===== src/pkg/pfs_pkg.sv =====
package pfs_pkg;

	localparam int PFS_DW = 8;
	localparam int PFS_AW = 8;

	localparam logic [PFS_AW-1:0] PFS_ADDR_PORT_OUT = 8'h00;
	localparam logic [PFS_AW-1:0] PFS_ADDR_PORT_IN  = 8'h10;
	localparam logic [PFS_AW-1:0] PFS_ADDR_PORT_DIR = 8'h20;
	localparam logic [PFS_AW-1:0] PFS_ADDR_MODE     = 8'h40;
	localparam logic [PFS_AW-1:0] PFS_ADDR_ALT_SEL  = 8'h70;
	localparam logic [PFS_AW-1:0] PFS_ADDR_ROUTE    = 8'h78;
	localparam logic [PFS_AW-1:0] PFS_ADDR_STATUS   = 8'h7f;

	localparam logic [PFS_DW-1:0] PFS_RST_MODE    = 8'h00;
	localparam logic [PFS_DW-1:0] PFS_RST_ALT_SEL = 8'h00;
	localparam logic [PFS_DW-1:0] PFS_RST_OUT     = 8'h00;
	localparam logic [PFS_DW-1:0] PFS_RST_DIR     = 8'hff;
	localparam logic [PFS_DW-1:0] PFS_RST_STATUS  = 8'h00;
	localparam logic [PFS_DW-1:0] PFS_ZERO        = 8'h00;

	localparam logic [PFS_DW-1:0] PFS_MASK_MODE    = 8'h7f;
	localparam logic [PFS_DW-1:0] PFS_MASK_ALT_SEL = 8'h0b;
	localparam logic [PFS_DW-1:0] PFS_MASK_PORT    = 8'h7f;
	localparam logic [PFS_DW-1:0] PFS_MASK_ROUTE   = 8'h07;
	localparam logic [PFS_DW-1:0] PFS_MASK_STATUS  = 8'h03;
	localparam logic [PFS_DW-1:0] PFS_PIN_PRESENT  = 8'h7f;

	localparam int PFS_PIN3_IDX       = 3;
	localparam int PFS_ROUTE_IRQ0     = 0;
	localparam int PFS_ROUTE_ADC      = 1;
	localparam int PFS_ROUTE_PIN3     = 2;
	localparam int PFS_STAT_UNMAPPED  = 0;
	localparam int PFS_STAT_BAD_BIT   = 1;

	typedef enum logic [1:0] {
		PFS_BOP_WRITE  = 2'h0,
		PFS_BOP_SET    = 2'h1,
		PFS_BOP_CLEAR  = 2'h2,
		PFS_BOP_TOGGLE = 2'h3
	} pfs_bitop_t;

	typedef struct packed {
		logic       en;
		logic [2:0] idx;
		pfs_bitop_t op;
	} pfs_bitacc_t;

	typedef struct packed {
		logic irq0;
		logic adc_trig;
	} pfs_alt_in_t;

	typedef enum logic [2:0] {
		PFS_SEL_NONE   = 3'h0,
		PFS_SEL_OUT    = 3'h1,
		PFS_SEL_IN     = 3'h2,
		PFS_SEL_DIR    = 3'h3,
		PFS_SEL_MODE   = 3'h4,
		PFS_SEL_ALT    = 3'h5,
		PFS_SEL_ROUTE  = 3'h6,
		PFS_SEL_STATUS = 3'h7
	} pfs_sel_t;

endpackage : pfs_pkg


===== src/rtl/pfs_sync2.sv =====
`timescale 1ns/1ps
module pfs_sync2 #(
	parameter int WIDTH = 8
) (
	input  wire logic             i_mclk,
	input  wire logic             i_rst,
	input  wire logic [WIDTH-1:0] i_d,
	output logic      [WIDTH-1:0] o_q
);

	logic [WIDTH-1:0] stage1;
	logic [WIDTH-1:0] next_stage1;
	logic [WIDTH-1:0] next_q;

	// The first stage feeds only the second; nothing else may look at it.
	always_comb begin
		next_stage1 = i_d;
		next_q      = stage1;
	end

	always_ff @(posedge i_mclk) begin
		if (i_rst) begin
			stage1 <= '0;
			o_q    <= '0;
		end else begin
			stage1 <= next_stage1;
			o_q    <= next_q;
		end
	end

endmodule : pfs_sync2


===== src/rtl/pfs_port0_func_sel.sv =====
// Our own choices: the address-and-strobe port and the placing of the registers.
`timescale 1ns/1ps
// Notes on behaviour
// - Alternate select bits for pins 0, 1 and 3; only pin 3 chooses between two functions.
// - Pin 3 select: 0 irq0 input, 1 ADC trigger.
// - Alternate select register byte or bit access.
// - Both control registers reset to zero.
// - Mode register sets each port 0 pin mode.
// - Mode register byte or bit access.
// - Pin 3 mode: 0 port I/O, 1 alternate.
module pfs_port0_func_sel #(
	parameter logic [7:0] PIN_PRESENT = pfs_pkg::PFS_PIN_PRESENT
) (
	input  wire logic                        i_mclk,
	input  wire logic                        i_rst,
	input  wire logic [pfs_pkg::PFS_AW-1:0]  i_addr,
	input  wire logic [pfs_pkg::PFS_DW-1:0]  i_wdata,
	input  wire logic                        i_we,
	input  wire logic                        i_re,
	input  wire pfs_pkg::pfs_bitacc_t        i_bit,
	input  wire logic [pfs_pkg::PFS_DW-1:0]  i_pin,
	output logic      [pfs_pkg::PFS_DW-1:0]  o_rdata,
	output logic      [pfs_pkg::PFS_DW-1:0]  o_pin_out,
	output logic      [pfs_pkg::PFS_DW-1:0]  o_pin_oe,
	output logic      [pfs_pkg::PFS_DW-1:0]  o_hyst_en,
	output logic      [pfs_pkg::PFS_DW-1:0]  o_alt_pin,
	output pfs_pkg::pfs_alt_in_t             o_alt_in
);

	import pfs_pkg::*;

	// Software state.
	logic [PFS_DW-1:0] port0_mode_control;
	logic [PFS_DW-1:0] port0_alt_function_select;
	logic [PFS_DW-1:0] port_out;
	logic [PFS_DW-1:0] port_dir;
	logic [PFS_DW-1:0] status;
	logic [PFS_DW-1:0] next_port0_mode_control;
	logic [PFS_DW-1:0] next_port0_alt_function_select;
	logic [PFS_DW-1:0] next_port_out;
	logic [PFS_DW-1:0] next_port_dir;
	logic [PFS_DW-1:0] next_status;

	// Read path.
	logic [PFS_DW-1:0] next_rdata;

	// Pin side.
	logic [PFS_DW-1:0] pin_sync;
	logic [PFS_DW-1:0] next_pin_out;
	logic [PFS_DW-1:0] next_pin_oe;
	logic [PFS_DW-1:0] next_hyst_en;
	logic [PFS_DW-1:0] next_alt_pin;
	pfs_alt_in_t       next_alt_in;

	// Decode helpers.
	pfs_sel_t          sel;
	logic [PFS_DW-1:0] sel_bits;
	logic              bad_bit;
	logic [PFS_DW-1:0] stat_clr;
	logic [PFS_DW-1:0] stat_set;
	logic              pin3_mode_bit;
	logic              pin3_alt_select_bit;
	logic              port0_pin3;

	function automatic pfs_sel_t addr_sel(input logic [PFS_AW-1:0] a);
		pfs_sel_t s;
		s = PFS_SEL_NONE;
		if (a == PFS_ADDR_PORT_OUT) begin
			s = PFS_SEL_OUT;
		end else if (a == PFS_ADDR_PORT_IN) begin
			s = PFS_SEL_IN;
		end else if (a == PFS_ADDR_PORT_DIR) begin
			s = PFS_SEL_DIR;
		end else if (a == PFS_ADDR_MODE) begin
			s = PFS_SEL_MODE;
		end else if (a == PFS_ADDR_ALT_SEL) begin
			s = PFS_SEL_ALT;
		end else if (a == PFS_ADDR_ROUTE) begin
			s = PFS_SEL_ROUTE;
		end else if (a == PFS_ADDR_STATUS) begin
			s = PFS_SEL_STATUS;
		end
		return s;
	endfunction : addr_sel

	// Bits that exist in each register; absent pins hold zero after a write, though port_dir resets to all ones.
	function automatic logic [PFS_DW-1:0] sel_mask(input pfs_sel_t s);
		logic [PFS_DW-1:0] m;
		m = PFS_ZERO;
		case (s)
			PFS_SEL_OUT:    m = PFS_MASK_PORT & PIN_PRESENT;
			PFS_SEL_IN:     m = PFS_MASK_PORT & PIN_PRESENT;
			PFS_SEL_DIR:    m = PFS_MASK_PORT & PIN_PRESENT;
			PFS_SEL_MODE:   m = PFS_MASK_MODE & PIN_PRESENT;
			PFS_SEL_ALT:    m = PFS_MASK_ALT_SEL & PIN_PRESENT;
			PFS_SEL_ROUTE:  m = PFS_MASK_ROUTE;
			PFS_SEL_STATUS: m = PFS_MASK_STATUS;
			default:        m = PFS_ZERO;
		endcase
		return m;
	endfunction : sel_mask

	// Whole-byte write, or one bit changed by a single-bit operation.
	function automatic logic [PFS_DW-1:0] apply_write(
		input logic [PFS_DW-1:0] cur,
		input logic [PFS_DW-1:0] wd,
		input pfs_bitacc_t       b,
		input logic [PFS_DW-1:0] mask
	);
		logic [PFS_DW-1:0] nv;
		nv = cur;
		if (!b.en) begin
			nv = wd;
		end else begin
			case (b.op)
				PFS_BOP_WRITE:  nv[b.idx] = wd[0];
				PFS_BOP_SET:    nv[b.idx] = 1'b1;
				PFS_BOP_CLEAR:  nv[b.idx] = 1'b0;
				PFS_BOP_TOGGLE: nv[b.idx] = ~cur[b.idx];
				default:        nv = cur;
			endcase
		end
		return nv & mask;
	endfunction : apply_write

	// A single-bit read returns the chosen bit in bit 0.
	function automatic logic [PFS_DW-1:0] read_view(
		input logic [PFS_DW-1:0] val,
		input pfs_bitacc_t       b
	);
		logic [PFS_DW-1:0] r;
		r = val;
		if (b.en) begin
			r    = PFS_ZERO;
			r[0] = val[b.idx];
		end
		return r;
	endfunction : read_view

	// Pins come from outside the clock domain.
	pfs_sync2 #(
		.WIDTH (PFS_DW)
	) u_pin_sync (
		.i_mclk (i_mclk),
		.i_rst  (i_rst),
		.i_d    (i_pin),
		.o_q    (pin_sync)
	);

	assign pin3_mode_bit       = port0_mode_control[PFS_PIN3_IDX];
	assign pin3_alt_select_bit = port0_alt_function_select[PFS_PIN3_IDX];
	assign port0_pin3          = pin_sync[PFS_PIN3_IDX];

	assign sel      = addr_sel(i_addr);
	// The mask is held in a net so that a single bit of it can be picked.
	assign sel_bits = sel_mask(sel);
	assign bad_bit  = i_bit.en && ((i_we && !sel_bits[i_bit.idx])
	                  || (i_re && sel == PFS_SEL_NONE));

	// Register group: writes, and sticky error flags.
	always_comb begin
		next_port0_mode_control        = port0_mode_control;
		next_port0_alt_function_select = port0_alt_function_select;
		next_port_out                  = port_out;
		next_port_dir                  = port_dir;
		stat_clr                       = PFS_ZERO;
		stat_set                       = PFS_ZERO;
		if (i_we) begin
			if (sel == PFS_SEL_MODE) begin
				next_port0_mode_control = apply_write(port0_mode_control,
					i_wdata, i_bit, sel_mask(sel));
			end else if (sel == PFS_SEL_ALT) begin
				next_port0_alt_function_select = apply_write(
					port0_alt_function_select, i_wdata, i_bit,
					sel_mask(sel));
			end else if (sel == PFS_SEL_OUT) begin
				next_port_out = apply_write(port_out, i_wdata, i_bit,
					sel_mask(sel));
			end else if (sel == PFS_SEL_DIR) begin
				next_port_dir = apply_write(port_dir, i_wdata, i_bit,
					sel_mask(sel));
			end else if (sel == PFS_SEL_STATUS) begin
				// Ones clear; a bit operation clears where it would set.
				stat_clr = apply_write(PFS_ZERO, i_wdata, i_bit,
					sel_mask(sel));
			end
		end
		if ((i_we || i_re) && sel == PFS_SEL_NONE) begin
			stat_set[PFS_STAT_UNMAPPED] = 1'b1;
		end
		if (bad_bit) begin
			stat_set[PFS_STAT_BAD_BIT] = 1'b1;
		end
		// A new error in the clearing cycle survives the clear.
		next_status = ((status & ~stat_clr) | stat_set) & PFS_MASK_STATUS;
	end

	always_ff @(posedge i_mclk) begin
		if (i_rst) begin
			port0_mode_control        <= PFS_RST_MODE;
			port0_alt_function_select <= PFS_RST_ALT_SEL;
			port_out                  <= PFS_RST_OUT;
			port_dir                  <= PFS_RST_DIR;
			status                    <= PFS_RST_STATUS;
		end else begin
			port0_mode_control        <= next_port0_mode_control;
			port0_alt_function_select <= next_port0_alt_function_select;
			port_out                  <= next_port_out;
			port_dir                  <= next_port_dir;
			status                    <= next_status;
		end
	end

	// Read group: data stand only in the cycle after the strobe.
	always_comb begin
		next_rdata = PFS_ZERO;
		if (i_re) begin
			if (sel == PFS_SEL_MODE) begin
				next_rdata = read_view(port0_mode_control, i_bit);
			end else if (sel == PFS_SEL_ALT) begin
				next_rdata = read_view(port0_alt_function_select,
					i_bit);
			end else if (sel == PFS_SEL_OUT) begin
				next_rdata = read_view(port_out, i_bit);
			end else if (sel == PFS_SEL_DIR) begin
				next_rdata = read_view(port_dir, i_bit);
			end else if (sel == PFS_SEL_IN) begin
				// Output pins read back the latch, input pins the pin.
				next_rdata = read_view(((pin_sync & port_dir)
					| (port_out & ~port_dir)) & sel_mask(sel), i_bit);
			end else if (sel == PFS_SEL_ROUTE) begin
				next_rdata = read_view({o_hyst_en[PFS_DW-1:3],
					o_alt_pin[PFS_PIN3_IDX], o_alt_in.adc_trig,
					o_alt_in.irq0} & sel_mask(sel), i_bit);
			end else if (sel == PFS_SEL_STATUS) begin
				next_rdata = read_view(status, i_bit);
			end
		end
	end

	always_ff @(posedge i_mclk) begin
		if (i_rst) begin
			o_rdata <= PFS_ZERO;
		end else begin
			o_rdata <= next_rdata;
		end
	end

	// Pin group: routing of inputs and drive of port outputs.
	always_comb begin
		// A pin in alternate mode is never driven by the port latch.
		next_pin_out = port_out & PIN_PRESENT & PFS_MASK_PORT;
		next_pin_oe  = ~port_dir & ~port0_mode_control & PIN_PRESENT
		               & PFS_MASK_PORT;
		// Input buffers switch to hysteresis in alternate mode only.
		next_hyst_en = port0_mode_control & PIN_PRESENT;
		next_alt_pin = pin_sync & port0_mode_control & PIN_PRESENT;
		next_alt_in.irq0     = pin3_mode_bit && !pin3_alt_select_bit
		                       && port0_pin3;
		next_alt_in.adc_trig = pin3_mode_bit && pin3_alt_select_bit
		                       && port0_pin3;
	end

	always_ff @(posedge i_mclk) begin
		if (i_rst) begin
			o_pin_out <= PFS_ZERO;
			o_pin_oe  <= PFS_ZERO;
			o_hyst_en <= PFS_ZERO;
			o_alt_pin <= PFS_ZERO;
			o_alt_in  <= '0;
		end else begin
			o_pin_out <= next_pin_out;
			o_pin_oe  <= next_pin_oe;
			o_hyst_en <= next_hyst_en;
			o_alt_pin <= next_alt_pin;
			o_alt_in  <= next_alt_in;
		end
	end

endmodule : pfs_port0_func_sel


===== config.mk =====
export PLATFORM = sky130hd
export DESIGN_NAME = pfs_port0_func_sel
export DESIGN_NICKNAME = d
export VERILOG_FILES = /design/src/pkg/pfs_pkg.sv /design/src/rtl/pfs_sync2.sv /design/src/rtl/pfs_port0_func_sel.sv
export SDC_FILE = /design/constraint.sdc
export NUM_CORES = 1
export LEC_CHECK = 0
export BUFFER_PORTS_ARGS = -buffer_cell sky130_fd_sc_hd__buf_2
export CAP_MARGIN = 20
export CORE_AREA = 2 2 108 110
export CTS_CLUSTER_DIAMETER = 40
export DETAILED_ROUTE_END_ITERATION = 16
export DIE_AREA = 0 0 110 112
export HOLD_SLACK_MARGIN = 0.08
export PLACE_DENSITY = 0.67
export SYNTH_ARGS = -nofsm -noshare
export SYNTH_HDL_FRONTEND = slang
export SYNTH_SLANG_ARGS = --single-unit
export TNS_END_PERCENT = 5

===== constraint.sdc =====
create_clock -name i_mclk -period 4.1 [get_ports i_mclk]
set_clock_uncertainty 0.05 [all_clocks]
set_input_delay 0.82 -clock i_mclk [delete_from_list [all_inputs] [get_ports i_mclk]]
set_output_delay 0.82 -clock i_mclk [all_outputs]
set_load 0.05 [all_outputs]

# ---- Word-level counts from Yosys, hierarchy flattened
# Memories as Yosys holds them, arrays and structs flattened.
# Index checks and enable logic that the tools add are counted.
dict set report op_classes {
  magnitude_cmp 2
  n_eq_ne 16
  mux 120
  bitwise_logic 37
  n_reduce_logical 22
}
# operator count
set op_table {}
lappend op_table {{two-way mux 8 bit} 58}
lappend op_table {{one-hot mux 8 bit (4 select lines)} 4}
lappend op_table {{AND 8 bit} 12}
lappend op_table {{bitwise mux 8 bit} 8}
lappend op_table {{two-way mux 2 bit} 20}
lappend op_table {{OR 8 bit} 5}
lappend op_table {{equality test 8 x 7 -> 1 bit (second input constant)} 4}
lappend op_table {{one-hot mux 7 bit (4 select lines)} 1}
lappend op_table {{binary-select mux 1 bit (select 3 bit)} 8}
lappend op_table {{two-way mux 3 bit} 7}
lappend op_table {{NOT 8 bit} 2}
lappend op_table {{AND 7 bit} 2}
lappend op_table {{equality test 3 bit (second input constant)} 4}
lappend op_table {{two-way mux 1 bit} 12}
lappend op_table {{logical AND 1 bit} 9}
lappend op_table {{NOT 1 bit} 9}
lappend op_table {{AND 2 bit} 4}
lappend op_table {{equality test 8 x 5 -> 1 bit (second input constant)} 1}
lappend op_table {{equality test 8 x 6 -> 1 bit (second input constant)} 1}
lappend op_table {{zero test 8 bit} 1}
lappend op_table {{one-hot mux 2 bit (4 select lines)} 1}
lappend op_table {{NOT 7 bit} 1}
lappend op_table {{equality test 3 x 2 -> 1 bit (second input constant)} 2}
lappend op_table {{AND reduction 5 bit} 1}
lappend op_table {{17 further kinds} 20}
dict set report word_totals {
  ff_bits 92
  mem_bits_ro 8
  input_bits 34
  mem_count 1
}
# name words word_bits rd rd_clocked_by_memory_dff wr line
set mem_list {}
lappend mem_list {{(name not given)} 8 1 1 0 0 pfs_port0_func_sel.sv:119} ;# PFS_BOP_TOGGLE: nv[b.idx] = ~cur[b.idx];

# ---- Logic depth before layout (Yosys ltp)
dict set report depth {
  word_depth 26
  mapped_depth 9
  depth_no_buf 6
}

# ---- Hierarchy
# From an unflattened synthesis, not the netlist that was laid out.
dict set report unflattened {
  cells_unflattened 555
  hier_area_um2 4485.6
}
# mod instances cells_per_inst area_per_inst_um2 seq_area_each_um2
set by_module_without_submodules {}
lappend by_module_without_submodules {pfs_port0_func_sel 1 522 4021.4 1301.2}
lappend by_module_without_submodules {pfs_sync2 1 33 464.2 320.3}

# ---- Worst setup path before layout
# No wires, ideal clock.
dict set report synth_path {
  path_type {input to register}
  startpoint {in i_addr[0] (netlist name)}
  endpoint {reg status[1]}
  setup_time_ns 0.133
  arrival_ns 2.413
  required_ns 3.917
  slack_ns 1.503
  stages 5
  path_buffers 0
  cell_sequence {or4_4 or4_1 a31o_2 a32oi_1 a211oi_2}
}
dict set report synth_between {
  elab_chain_len 19
}
# item line
set synth_rtl {}
lappend synth_rtl {{start, declared} pfs_port0_func_sel.sv:16} ;# input wire logic [pfs_pkg::PFS_AW-1:0] i_addr,
lappend synth_rtl {{equality test 8 x 7 -> 1 bit} pfs_port0_func_sel.sv:80} ;# end else if (a == PFS_ADDR_STATUS) begin
lappend synth_rtl {{two-way mux 3 bit} pfs_port0_func_sel.sv:80}
lappend synth_rtl {{two-way mux 3 bit} pfs_port0_func_sel.sv:78} ;# end else if (a == PFS_ADDR_ROUTE) begin
lappend synth_rtl {{two-way mux 3 bit} pfs_port0_func_sel.sv:76} ;# end else if (a == PFS_ADDR_ALT_SEL) begin
lappend synth_rtl {{two-way mux 3 bit} pfs_port0_func_sel.sv:74} ;# end else if (a == PFS_ADDR_MODE) begin
lappend synth_rtl {{two-way mux 3 bit} pfs_port0_func_sel.sv:72} ;# end else if (a == PFS_ADDR_PORT_DIR) begin
lappend synth_rtl {{two-way mux 3 bit} pfs_port0_func_sel.sv:70} ;# end else if (a == PFS_ADDR_PORT_IN) begin
lappend synth_rtl {{two-way mux 3 bit *} pfs_port0_func_sel.sv:68} ;# if (a == PFS_ADDR_PORT_OUT) begin
lappend synth_rtl {{(+3 left out)} --}
lappend synth_rtl {{binary-select mux 1 bit (select 3 bit)} pfs_port0_func_sel.sv:157} ;# assign bad_bit = i_bit.en && ((i_we && !sel_bits[i_bit.idx])
lappend synth_rtl {{two-way mux 1 bit (implied by the code)} pfs_port0_func_sel.sv:157}
lappend synth_rtl {{zero test 1 bit} pfs_port0_func_sel.sv:157}
lappend synth_rtl {{logical AND 1 bit} pfs_port0_func_sel.sv:157}
lappend synth_rtl {{logical OR 1 bit} pfs_port0_func_sel.sv:158} ;# || (i_re && sel == PFS_SEL_NONE));
lappend synth_rtl {{logical AND 1 bit} pfs_port0_func_sel.sv:157}
lappend synth_rtl {{two-way mux 1 bit} pfs_port0_func_sel.sv:191} ;# if (bad_bit) begin
lappend synth_rtl {{OR 2 bit *} pfs_port0_func_sel.sv:195} ;# next_status = ((status & ~stat_clr) | stat_set) & PFS_MASK_STATUS;
lappend synth_rtl {{end signal, assigned} pfs_port0_func_sel.sv:210} ;# status <= next_status;
lappend synth_rtl {{end, declared} pfs_port0_func_sel.sv:37} ;# logic [PFS_DW-1:0] status;
# Mark *: on every way between the ends. The rest lies on a longest branch, timed or not. The select of a mux whose other input is x is not followed.
# A chain may end at the register's enable or synchronous reset.

# ---- Worst setup path after layout
dict set report layout_path {
  startpoint {in i_bit[4] (netlist name)}
  endpoint {reg port_dir[5]}
}
dict set report layout_between {
  elab_chain_len 14
}
# item line
set layout_rtl {}
lappend layout_rtl {{start, declared} pfs_port0_func_sel.sv:20} ;# input wire pfs_pkg::pfs_bitacc_t i_bit,
lappend layout_rtl {{< comparator 3 x 4 -> 1 bit (implied by the code) or greater-or-equal comparator 3 x 1 -> 1 bit (tied branches)} --}
lappend layout_rtl {{logical AND 1 bit (implied by the code)} --}
lappend layout_rtl {{two-way mux 1 bit (implied by the code)} --}
lappend layout_rtl {{demux 1 bit (select 3 bit)} --}
lappend layout_rtl {{NOT 8 bit (no source line)} --}
lappend layout_rtl {{AND 8 bit (no source line)} --}
lappend layout_rtl {{one-hot mux 8 bit (4 select lines) *} pfs_port0_func_sel.sv:115} ;# case (b.op)
lappend layout_rtl {{two-way mux 8 bit *} pfs_port0_func_sel.sv:112} ;# if (!b.en) begin
lappend layout_rtl {{two-way mux 8 bit *} pfs_port0_func_sel.sv:179} ;# end else if (sel == PFS_SEL_DIR) begin
lappend layout_rtl {{two-way mux 8 bit *} pfs_port0_func_sel.sv:176} ;# end else if (sel == PFS_SEL_OUT) begin
lappend layout_rtl {{two-way mux 8 bit *} pfs_port0_func_sel.sv:172} ;# end else if (sel == PFS_SEL_ALT) begin
lappend layout_rtl {{two-way mux 8 bit *} pfs_port0_func_sel.sv:169} ;# if (sel == PFS_SEL_MODE) begin
lappend layout_rtl {{two-way mux 8 bit *} pfs_port0_func_sel.sv:168} ;# if (i_we) begin
lappend layout_rtl {{AND 8 bit *} pfs_port0_func_sel.sv:123} ;# return nv & mask;
lappend layout_rtl {{end signal, assigned} pfs_port0_func_sel.sv:209} ;# port_dir <= next_port_dir;
lappend layout_rtl {{end, declared} pfs_port0_func_sel.sv:36} ;# logic [PFS_DW-1:0] port_dir;
# Marks and branches as above.

==> qor.json <==
{
  "floorplan": {
    "initial_core_util": 0.3905,
    "die_ar_sq_um": 12320,
    "dieWidth_um": 110,
    "boundaryPins": 76,
    "core_sq_um": 11170,
    "rows": 39,
    "fp.dieH_um": 112
  },
  "timing": {
    "setup_slack_ns": 1.198,
    "drv_slew": 0,
    "setup_viol_count_final": 0,
    "grt_setup_unrepaired": "no",
    "hold_viol_final": 0,
    "max_clock_freq_mhz": 344.6,
    "finalCritPeriodShare": 0.7077,
    "finalHoldWorstSlack_ns": 0.3874,
    "finalCriticalPeriod_ns": 2.902,
    "timing.slew.headroom": 0.3952,
    "tightestPinTransition_ns": 0.9002,
    "fin_setup_tns_ns": 0
  },
  "power_and_ir_drop": {
    "static-leakage-power_nw": 2.015,
    "power.density_nw_per_um2": 346.3,
    "vdd_ir_drop_max_mv": 0.1594,
    "report.power.total_mw": 1.745
  },
  "cts": {
    "tritoncts": "built",
    "clock_h_tree_levels": 3,
    "clock_sink_count": 79,
    "later_pin_clock_latency_in_the_skew_report_ns": 0.35,
    "number_of_buffers_added_by_the_clock_tree_synthesis_step": 9,
    "cts.clk_slew.worst_paths_ns": 0.07,
    "root_buffer": "sky130_fd_sc_hd__clkbuf_16",
    "post_cts_repair_resize_count": 0,
    "hold_buffers": 0,
    "cts_max_path_buffers": 2,
    "cts_setup_buffers": 0
  },
  "final_layout": {
    "final_cell_count_no_fill": 746,
    "syn2layout_area_growth_pct": 15.45,
    "fin_nets": 632,
    "mostFrequentLayoutCells": "sky130_fd_sc_hd__dfxtp_1, sky130_fd_sc_hd__buf_2, sky130_fd_sc_hd__nand2_1",
    "fin_util": 0.4509,
    "antenna_cells": 0,
    "fill_cells": 1112,
    "final_area_sq_um": 5039,
    "post_route_cells_drive_above_1_share": 0.1874,
    "final_common_cell": "sky130_fd_sc_hd__dfxtp_1"
  },
  "global_routing": {
    "grt-ovfl-total": 0,
    "globalRouteTotalUtil": 0.2435,
    "vias_in_the_first_global_route": 4096,
    "number_of_antenna_violations_at_the_first_check_in_global_routing": 0,
    "grt_first_pass_wirelength_mm": 22.66,
    "grt_max_degree": 42
  },
  "yosys": {
    "syn-cell-area_sq_um": 4364,
    "async_reset_ff_frac": 0,
    "synthesized_netlist_cell_count": 552,
    "synthDistinctLibCells": 67,
    "mean_instance_size_in_the_synthesized_netlist_sq_um": 7.906,
    "synth-warning-count": 0,
    "synth-edff-count": 0,
    "synth-seq-area-share": 0.3624,
    "yosys_register_bits": 79,
    "predominant_post_synthesis_flop_cell": "sky130_fd_sc_hd__dfxtp_1"
  },
  "route": {
    "route.vias.total": 4515,
    "postRouteWirelength_mm": 14.70,
    "final_antenna_net_count": 0,
    "avgViaCountPerCell": 6.052,
    "drt_first_iter_violations": 390,
    "drt_drc_violations_left": 0,
    "drt_first_pass_iters": 6,
    "avgRoutedWirePerCell_um": 19.71
  },
  "critical_path": {
    "path_depth": 7,
    "worst-endpoint-arrival_ns": 3.11,
    "timing.critical_path.from": "i_bit[4]",
    "cp.required_ns": 4.31,
    "reg2reg_depth": 6,
    "critical_path.top_delay_family": "compound AO/OA/AOI/OAI gates",
    "crit_path_top_delay_cell": "sky130_fd_sc_hd__a221oi_1",
    "cells_traversed_along_the_worst_timing_path": "buf_2, mux2_2, a22o_1, a221oi_1, nand2_1, a21bo_2, o31ai_1",
    "worst-path-max-fanout": 22,
    "r2r_setup_slack_ns": 1.69,
    "endpoint_kind": "register",
    "worst_setup_path_start_kind": "input pin",
    "critical_path.max_stage_delay_ns": 0.62,
    "critPathBufInv": 1,
    "crit_type": "in -> reg",
    "crit_reg_reg_endpoint": "port_dir[5]$_SDFFE_PP1P_",
    "regToRegStartpoint": "port_dir[5]$_SDFFE_PP1P_",
    "endpoint": "port_dir[5]$_SDFFE_PP1P_"
  },
  "placed_design": {
    "placed_cells": 730,
    "placed_area_sq_um": 4753,
    "gp_congestion": 0.9482,
    "dp.final_hpwl_mm": 10.61,
    "pre_cts_ws_ns": 0.8978,
    "port_buffers": 69
  },
  "hold_path": {
    "hp-class": "reg -> reg"
  },
  "flow_run": {
    "drv.max_cap_violation_count": 0
  },
  "outcome": {
    "run_status": "finished, final reports clean"
  }
}
worst min path at each step:
stage	slack [ns]	end	from	cells past startpoint
2_1_floorplan	0.36	u_pin_sync.o_q[0]$_SDFF_PP0_	u_pin_sync.next_q[0]$_SDFF_PP0_	1
3_3_place_gp	0.37	u_pin_sync.o_q[5]$_SDFF_PP0_	u_pin_sync.next_q[5]$_SDFF_PP0_	1
3_5_place_dp	0.37	u_pin_sync.o_q[5]$_SDFF_PP0_	u_pin_sync.next_q[5]$_SDFF_PP0_	1
4_1_cts	0.39	u_pin_sync.o_q[5]$_SDFF_PP0_	u_pin_sync.next_q[5]$_SDFF_PP0_	1
5_1_grt	0.41	u_pin_sync.o_q[0]$_SDFF_PP0_	u_pin_sync.next_q[0]$_SDFF_PP0_	1
6_report	0.39	u_pin_sync.o_q[0]$_SDFF_PP0_	u_pin_sync.next_q[0]$_SDFF_PP0_	1
power breakdown:
| part | internal (mW) | switching, mW |
|---|---|---|
| sequential | 0.776 | 0.00549 |
| combinational | 0.0571 | 0.127 |
| clock | 0.421 | 0.358 |
| total | 1.25 | 0.490 |
per-layer routing:
metal,routed length (um),global-route usage,vias to the layer above
li1,-,-,2101
met1,6395,0.3398,2156
met2,6682,0.3652,218
met3,1202,0.04450,40
met4,421,0.1021,0
met5,0,0,-
synth_stat cells (11+ instances only):
| cell type | count | area (sq um) |
|---|---|---|
| sky130_fd_sc_hd__a21oi_1 | 49 | 245.2 |
| sky130_fd_sc_hd__and2_1 | 11 | 68.82 |
| sky130_fd_sc_hd__and3_1 | 12 | 75.07 |
| sky130_fd_sc_hd__clkbuf_1 | 26 | 97.59 |
| sky130_fd_sc_hd__dfxtp_1 | 79 | 1582 |
| sky130_fd_sc_hd__nand2_1 | 54 | 202.7 |
| sky130_fd_sc_hd__nand3_1 | 13 | 65.06 |
| sky130_fd_sc_hd__nor2_1 | 41 | 153.9 |
| sky130_fd_sc_hd__nor2b_1 | 39 | 244.0 |
| sky130_fd_sc_hd__nor3_1 | 22 | 110.1 |
| sky130_fd_sc_hd__o211ai_1 | 11 | 82.58 |
| sky130_fd_sc_hd__o21ai_0 | 31 | 155.2 |
worst reg2reg max path, stage by stage, from the launching register on:
cell and delay (ns):
sky130_fd_sc_hd__dfxtp_1 0.43, sky130_fd_sc_hd__mux2_2 0.32, sky130_fd_sc_hd__a22o_1 0.18, sky130_fd_sc_hd__a221oi_1 0.62, sky130_fd_sc_hd__nand2_1 0.16, sky130_fd_sc_hd__a21bo_2 0.30
sky130_fd_sc_hd__o31ai_1 0.26
cell families after synthesis:
| kind of cell | Yosys count | share of synthesized area |
|---|---|---|
| simple gates | 235 | 0.2890 |
| compound gates | 168 | 0.2526 |
| flops | 79 | 0.3624 |
| buf+inv | 50 | 0.04902 |
| mux | 18 | 0.04387 |
| fa+ha+maj | 1 | 0.002294 |
| other cells | 1 | 0.0008593 |
layout make-up:
| cell class | instances | area [sq um] | share of cell area |
|---|---|---|---|
| Tap cell | 143 | 178.9 | 0.03551 |
| Clock buffer | 9 | 225.2 | 0.04470 |
| Multi-Input combinational cell | 426 | 2580 | 0.5120 |
| Clock inverter | 7 | 60.06 | 0.01192 |
| Inverter | 8 | 30.03 | 0.005960 |
| Sequential cell | 79 | 1582 | 0.3139 |
| Timing Repair Buffer | 74 | 382.9 | 0.07599 |
registers in the layout (all words and copies together), names as in the netlist:
signal / flops
o_pin_out: 7
port_out: 7
port0_mode_control: 7
u_pin_sync.next_q: 7
port0_alt_function_select: 3
o_rdata: 8
status: 2
o_alt_in: 2
o_pin_oe: 7
o_hyst_en: 7
o_alt_pin: 7
u_pin_sync.o_q: 7
port_dir: 8
No activity file was read; power rests on OpenSTA's default activity.
